==> src/logic/fei_regs.vh <==
// Register offsets, field positions and reset values of the flush event interrupt block.
`ifndef FEI_REGS_VH
`define FEI_REGS_VH
`define FEI_OFF_STATUS      8'h9c
`define FEI_OFF_CONTROL     8'ha0
`define FEI_OFF_DATA        8'ha4
`define FEI_OFF_ADDR        8'ha8
`define FEI_OFF_UADDR       8'hac
`define FEI_OFF_IRQ_STATUS  8'hb0
`define FEI_OFF_IRQ_MASK    8'hb4
`define FEI_BIT_MASK        31
`define FEI_BIT_PENDING     30
`define FEI_BIT_WAIT_DONE   0
`define FEI_RST_MASK        1'b1
`define FEI_RST_ZERO        32'h0000_0000
`define FEI_ADDR_LOW_ZERO   2'b00
`define FEI_IRQ_BITS        2
`define FEI_IRQ_EV_DONE     0
`define FEI_IRQ_EV_SENT     1
`endif

==> src/logic/fei_sticky.v <==
// Sticky event flags with write-one-to-clear; a set in the clearing cycle wins.
`timescale 1ns/1ps
module fei_sticky #(
    parameter WIDTH = 2
) (
    // Clock and reset.
    input  wire             clk,
    input  wire             reset,
    // Events and clear.
    input  wire [WIDTH-1:0] set_pulse,
    input  wire [WIDTH-1:0] clear_ones,
    // Flags.
    output wire [WIDTH-1:0] flags
);
    reg [WIDTH-1:0] flag_q;
    genvar i;
    generate
        for (i = 0; i < WIDTH; i = i + 1)
        begin : g_flag
            always @(posedge clk)
            begin
                if (reset)
                    flag_q[i] <= 1'b0;
                else if (set_pulse[i])
                    flag_q[i] <= 1'b1;
                else if (clear_ones[i])
                    flag_q[i] <= 1'b0;
            end
        end
    endgenerate
    assign flags = flag_q;
endmodule

==> src/logic/fei_msg_sender.v <==
// Issues one posted message write per request and holds it until the fabric accepts.
`timescale 1ns/1ps
`include "fei_regs.vh"
module fei_msg_sender (
    // Clock and reset.
    input  wire        clk,
    input  wire        reset,
    // Request from the controller.
    input  wire        send_req,
    input  wire [63:0] send_addr,
    input  wire [31:0] send_data,
    output wire        send_busy,
    output wire        send_done,
    // Posted write to the interrupt fabric.
    output wire        msg_valid,
    input  wire        msg_ready,
    output wire [63:0] msg_addr,
    output wire [31:0] msg_data
);
    reg        valid_q;
    reg        done_q;
    reg [63:0] addr_q;
    reg [31:0] data_q;
    always @(posedge clk)
    begin
        if (reset)
        begin
            valid_q <= 1'b0;
            done_q  <= 1'b0;
            addr_q  <= 64'h0000_0000_0000_0000;
            data_q  <= `FEI_RST_ZERO;
        end
        else
        begin
            done_q <= valid_q & msg_ready;
            if (valid_q & msg_ready)
                valid_q <= 1'b0;
            else if (!valid_q & send_req)
            begin
                valid_q <= 1'b1;
                addr_q  <= send_addr;
                data_q  <= send_data;
            end
        end
    end
    assign send_busy = valid_q;
    assign send_done = done_q;
    assign msg_valid = valid_q;
    assign msg_addr  = addr_q;
    assign msg_data  = data_q;
endmodule

==> src/logic/fei_top.v <==
// Flush completion event interrupt generator with its register file.
`timescale 1ns/1ps
`include "fei_regs.vh"
module fei_top #(
    parameter WIDE_DATA    = 1,
    parameter WIDE_ADDR    = 1,
    parameter QUEUED_FLUSH = 1
) (
    // Clock and reset.
    input  wire        clk,
    input  wire        reset,
    // Register port.
    input  wire [7:0]  reg_addr,
    input  wire [31:0] reg_wdata,
    input  wire        reg_write,
    input  wire        reg_read,
    output reg  [31:0] reg_rdata,
    // Completion of a wait descriptor with notify set.
    input  wire        wait_notify_done,
    // Transient hold from the unit's internal logic.
    input  wire        hold_transient,
    // Message write to the interrupt fabric.
    output wire        msg_valid,
    input  wire        msg_ready,
    output wire [63:0] msg_addr,
    output wire [31:0] msg_data,
    // Level interrupt to the local controller.
    output reg         irq
);
    wire       qi_on = (QUEUED_FLUSH != 0);
    reg        mask_q;
    reg        pending_q;
    reg        wait_done_q;
    reg [31:0] data_q;
    reg [29:0] addr_q;
    reg [31:0] uaddr_q;
    reg [`FEI_IRQ_BITS-1:0] irq_mask_q;
    wire [`FEI_IRQ_BITS-1:0] irq_flags;
    wire       send_busy;
    wire       send_done;

    wire wr_status  = reg_write & (reg_addr == `FEI_OFF_STATUS);
    wire wr_control = reg_write & (reg_addr == `FEI_OFF_CONTROL);
    wire wr_data    = reg_write & (reg_addr == `FEI_OFF_DATA);
    wire wr_addr    = reg_write & (reg_addr == `FEI_OFF_ADDR);
    wire wr_uaddr   = reg_write & (reg_addr == `FEI_OFF_UADDR);
    wire wr_istat   = reg_write & (reg_addr == `FEI_OFF_IRQ_STATUS);
    wire wr_imask   = reg_write & (reg_addr == `FEI_OFF_IRQ_MASK);

    // A completion counts only while the wait flag is clear.
    wire new_cond  = qi_on & wait_notify_done & ~wait_done_q;
    // Servicing the flag drops a pending message that has not yet gone to the sender.
    wire serviced  = wr_status & reg_wdata[`FEI_BIT_WAIT_DONE] & wait_done_q;
    // Send only when unmasked and no transient hold; the sender takes one at a time.
    wire fire      = pending_q & ~mask_q & ~hold_transient & ~send_busy & ~serviced;
    wire [31:0] payload = WIDE_DATA ? data_q : {16'h0000, data_q[15:0]};
    wire [31:0] upper   = WIDE_ADDR ? uaddr_q : `FEI_RST_ZERO;

    always @(posedge clk)
    begin
        if (reset)
        begin
            mask_q      <= `FEI_RST_MASK;
            pending_q   <= 1'b0;
            wait_done_q <= 1'b0;
            data_q      <= `FEI_RST_ZERO;
            addr_q      <= 30'h0000_0000;
            uaddr_q     <= `FEI_RST_ZERO;
            irq_mask_q  <= {`FEI_IRQ_BITS{1'b0}};
        end
        else
        begin
            // Set wins over the write-one clear.
            if (new_cond)
                wait_done_q <= 1'b1;
            else if (wr_status & reg_wdata[`FEI_BIT_WAIT_DONE])
                wait_done_q <= 1'b0;
            // Pending stays until sent or serviced; the send clears it at once.
            if (new_cond)
                pending_q <= 1'b1;
            else if (fire | serviced)
                pending_q <= 1'b0;
            if (wr_control & qi_on)
                mask_q <= reg_wdata[`FEI_BIT_MASK];
            if (wr_data & qi_on)
                data_q <= reg_wdata;
            if (wr_addr & qi_on)
                addr_q <= reg_wdata[31:2];
            if (wr_uaddr)
                uaddr_q <= reg_wdata;
            if (wr_imask)
                irq_mask_q <= reg_wdata[`FEI_IRQ_BITS-1:0];
        end
    end

    fei_sticky #(
        .WIDTH (`FEI_IRQ_BITS)
    ) u_sticky (
        .clk        (clk),
        .reset      (reset),
        .set_pulse  ({send_done, new_cond}),
        .clear_ones (wr_istat ? reg_wdata[`FEI_IRQ_BITS-1:0] : {`FEI_IRQ_BITS{1'b0}}),
        .flags      (irq_flags)
    );

    fei_msg_sender u_sender (
        .clk       (clk),
        .reset     (reset),
        .send_req  (fire),
        .send_addr ({upper, addr_q, `FEI_ADDR_LOW_ZERO}),
        .send_data (payload),
        .send_busy (send_busy),
        .send_done (send_done),
        .msg_valid (msg_valid),
        .msg_ready (msg_ready),
        .msg_addr  (msg_addr),
        .msg_data  (msg_data)
    );

    // Reads answer one cycle later; queued-flush registers except the upper address read zero when unsupported.
    always @(posedge clk)
    begin
        if (reset)
        begin
            reg_rdata <= `FEI_RST_ZERO;
            irq       <= 1'b0;
        end
        else
        begin
            irq       <= |(irq_flags & irq_mask_q);
            reg_rdata <= `FEI_RST_ZERO;
            if (reg_read)
            begin
                case (reg_addr)
                    `FEI_OFF_STATUS:
                        reg_rdata <= {31'h0000_0000, wait_done_q & qi_on};
                    `FEI_OFF_CONTROL:
                        reg_rdata <= qi_on ? {mask_q, pending_q, 30'h0000_0000}
                                           : `FEI_RST_ZERO;
                    `FEI_OFF_DATA:
                        reg_rdata <= qi_on ? payload : `FEI_RST_ZERO;
                    `FEI_OFF_ADDR:
                        reg_rdata <= qi_on ? {addr_q, `FEI_ADDR_LOW_ZERO} : `FEI_RST_ZERO;
                    `FEI_OFF_UADDR:
                        reg_rdata <= upper;
                    `FEI_OFF_IRQ_STATUS:
                        reg_rdata <= {30'h0000_0000, irq_flags};
                    `FEI_OFF_IRQ_MASK:
                        reg_rdata <= {30'h0000_0000, irq_mask_q};
                    default:
                        reg_rdata <= `FEI_RST_ZERO;
                endcase
            end
        end
    end
endmodule

==> config.mk <==
export PLATFORM = sky130hd
export DESIGN_NAME = fei_top
export DESIGN_NICKNAME = d
export VERILOG_FILES = /design/src/logic/fei_sticky.v /design/src/logic/fei_msg_sender.v /design/src/logic/fei_top.v
export VERILOG_INCLUDE_DIRS = /design/src /design/src/logic
export SDC_FILE = /design/constraint.sdc
export NUM_CORES = 1
export LEC_CHECK = 0
export BUFFER_PORTS_ARGS = -buffer_cell sky130_fd_sc_hd__buf_4
export CAP_MARGIN = 20
export CORE_UTILIZATION = 58
export DETAILED_ROUTE_END_ITERATION = 6
export PLACE_DENSITY = 0.93
export SLEW_MARGIN = 10
export SYNTH_ARGS = -nofsm -noshare
export SYNTH_HDL_FRONTEND = slang
export SYNTH_SLANG_ARGS = --single-unit
==> constraint.sdc <==
create_clock -name clk -period 3.46 [get_ports clk]
set_input_delay 0.519 -clock clk [delete_from_list [all_inputs] [get_ports clk]]
set_output_delay 0.519 -clock clk [all_outputs]
set_load 0.01 [all_outputs]
==> results_dict.tcl <==
set metrics [dict create \
    status "complete, no violations" \
    numCtsBuffers 23 \
    dp_slack_ns 0.5680 \
    fp.dieW_um 123.1 \
    die_h_um 123.1 \
    critPathCaptureType "flop" \
    placementRows 43 \
    r2r_start "u_sender.msg_valid" \
    cp-startpoint "u_sender.msg_valid" \
    die_area_um2 15150 \
    fin_crit_ns 2.732 \
    drv_slew 0 \
    synth_edf_count 0 \
    fmax_mhz 366.1 \
    postCtsSetupRepairBufs 0 \
    start_util_pct 60.35 \
    layout-drive-gt1-share_pct 21.78 \
    maxCapViolCount 0 \
    htree_levels 1 \
    required_ns 3.88 \
    nets 1220 \
    grt_pass1_wl_mm 38.05 \
    dpl-instance-area_um2 9844 \
    min_path_type "in2reg" \
    cp.depth 5 \
    top_layer "met4" \
    yosys_warnings 0 \
    skew_ns 0.01218 \
    fin_setup_tns_ns 0 \
    gr-total-overflow 0 \
    hpwl_mm 14.71 \
    irDropWorstVdd_v 0.0003834 \
    setup_viol 0 \
    final_cell_mix "381 x nand2_1, 230 x dfxtp_1, 191 x a21oi_1, 190 x buf_4, 36 x nor2_1" \
    routed_wl_mm 24.53 \
    ys.flop_type "dfxtp_1" \
    rsz0062_at_grt "no" \
    max_stage_delay_ns 0.86 \
    synth.cell_area_um2 8507 \
    final_common_cell "nand2_1" \
    ys_async_sr_fraction_pct 0 \
    p_per_area_nw_per_um2 502.5 \
    finish.utilization_pct 75.35 \
    worstRegToRegCells 5 \
    cts_sinks 230 \
    syn_avg_cell_area_um2 8.188 \
    top_level_ports 177 \
    timing.hold.ws_ns 0.2524 \
    ant_nets 0 \
    clkSlewWorstSetupHoldPaths_ns 0.06 \
    cp_top_family "compound AO/OA/AOI/OAI gates" \
    synth_cells 1039 \
    cts_tree "done" \
    worst-path-buf-inv 1 \
    gp_congestion 0.8670 \
    cts_resized 0 \
    cp.arrival_ns 3.15 \
    cp_cell_sequence "nor4b_2 > o41a_2 > buf_4 > nand2_1 > a21oi_1" \
    worst_skew_pair.late_latency_ns 0.51 \
    clock_path_buffers 3 \
    crit_end "u_sender.msg_addr[19]" \
    area_growth_syn_to_layout_pct 24.86 \
    max-slew-margin-rel_pct 38.61 \
    synth_cell_types 44 \
    drt-initial-drc-count 790 \
    fin_ws_ns 0.7282 \
    met1_length_mm 9.182 \
    p_leak_nw 3.914 \
    wl_met3_mm 2.514 \
    port_buffers 174 \
    cts_root_buffer "clkbuf_16" \
    rrSetupSlack_ns 0.73 \
    antenna_found_initial 0 \
    crit_fanout 49 \
    track_usage_pct 32.20 \
    placeableCoreArea_um2 14100 \
    crit_type "reg2reg" \
    dp_cells 1328 \
    vias 8123 \
    tightestPinTransition_ns 0.9209 \
    postLayoutCellArea_um2 10620 \
    yosysSeqAreaShare_pct 54.13 \
    drc 0 \
    ys_seq_elements 230 \
    wl_met2_mm 11.81 \
    n_antenna_cell 0 \
    instances_no_fill 1369 \
    fill_cells 999 \
    grt_max_degree 87 \
    finalCritPeriodShare_pct 78.96 \
    r2r_end "u_sender.msg_addr[19]" \
    p_total_mw 5.337 \
    hold_viol 0 \
    grt_pass1_vias 7681 \
    critPathLaunchType "flop" \
    crit_slowest_cell "o41a_2" \
    wire_per_inst_um 17.92 \
    avgViaCountPerCell 5.934 \
    drtPass1Iterations 6 \
    holdBufCountCts 0 \
]
==> per-layer routing <==
metal	global-route usage, %	up-vias
met5	0	-
met4	16.27	0
met3	6.319	97
met2	52.77	499
met1	40.44	3824
li1	-	3703
==> layout make-up <==
cell class,count,area [µm²],share of cell area (%)
multi-input combinational,723,3562,33.54
inverter,4,15.01,0.1414
clock inverter,8,103.9,0.9777
tap,180,225.2,2.120
sequential,230,4604,43.35
timing repair buffer,191,1438,13.54
clock buffer,33,673.1,6.338
==> where the power goes <==
| group | internal [mW] | total (mW) | leakage (nW) | switching (mW) |
|---|---|---|---|---|
| sequential | 2.65 | 2.65 | 1.85 | 0.00344 |
| clock | 1.51 | 2.52 | 0.381 | 1.01 |
| combinational | 0.0568 | 0.162 | 1.68 | 0.105 |
==> worst reg2reg max path: stages, from the launching register on <==
cell,delay (ns)
dfxtp_1,0.35
nor4b_2,0.51
o41a_2,0.86
buf_4,0.60
nand2_1,0.15
a21oi_1,0.18
==> registers in the layout (all words and copies together) (netlist names), 2 cells and up <==
register,cells
u_sender.msg_addr,62
data_q,32
reg_rdata,32
u_sender.msg_data,32
uaddr_q,32
addr_q,30
irq_mask_q,2
u_sticky.flags,2
==> synth_stat cells, types with 2 or more instances <==
cell | n | area [µm²]
nand3_1 | 7 | 35.03
nor4b_2 | 2 | 30.03
dfxtp_1 | 230 | 4604
nand2_1 | 381 | 1430
mux2_2 | 18 | 202.7
buf_1 | 6 | 22.52
and4b_1 | 2 | 20.02
a21oi_1 | 191 | 955.9
a22o_1 | 13 | 113.9
nand2b_1 | 2 | 12.51
a22oi_1 | 32 | 240.2
inv_1 | 4 | 15.01
nand4b_1 | 2 | 17.52
nor2_1 | 36 | 135.1
nor4_1 | 2 | 12.51
mux2i_1 | 5 | 50.05
buf_2 | 16 | 80.08
and3_1 | 3 | 18.77
o21ai_0 | 2 | 10.01
nand3b_1 | 2 | 15.01
clkbuf_1 | 53 | 198.9
buf_4 | 8 | 60.06
==> cells by family (layout without fill, tap and decap cells) <==
logic type / after synthesis / count (layout) / share of synthesized area, %
multiplexers: 23 / 23 / 2.971
other: 1 / 2 / 0.04408
AND/OR/NAND/NOR: 450 / 450 / 21.68
flip-flops: 230 / 230 / 54.13
buffers and inverters: 87 / 236 / 4.427
AO/OA/AOI/OAI: 248 / 248 / 16.75
==> worst min path at each step <==
| stage | end | from | slack, ns | cells past startpoint |
|---|---|---|---|---|
| after global placement | u_sticky.flags[1] | u_sender.send_done | 0.42 | 1 |
| after CTS | wait_done_q | wait_notify_done | 0.24 | 2 |
| after floorplan | u_sticky.flags[1] | u_sender.send_done | 0.42 | 1 |
| final | wait_done_q | wait_notify_done | 0.25 | 2 |
| after detailed placement | u_sticky.flags[1] | u_sender.send_done | 0.43 | 1 |
| after global routing | wait_done_q | wait_notify_done | 0.26 | 2 |
(Power assumes the default switching activity.)
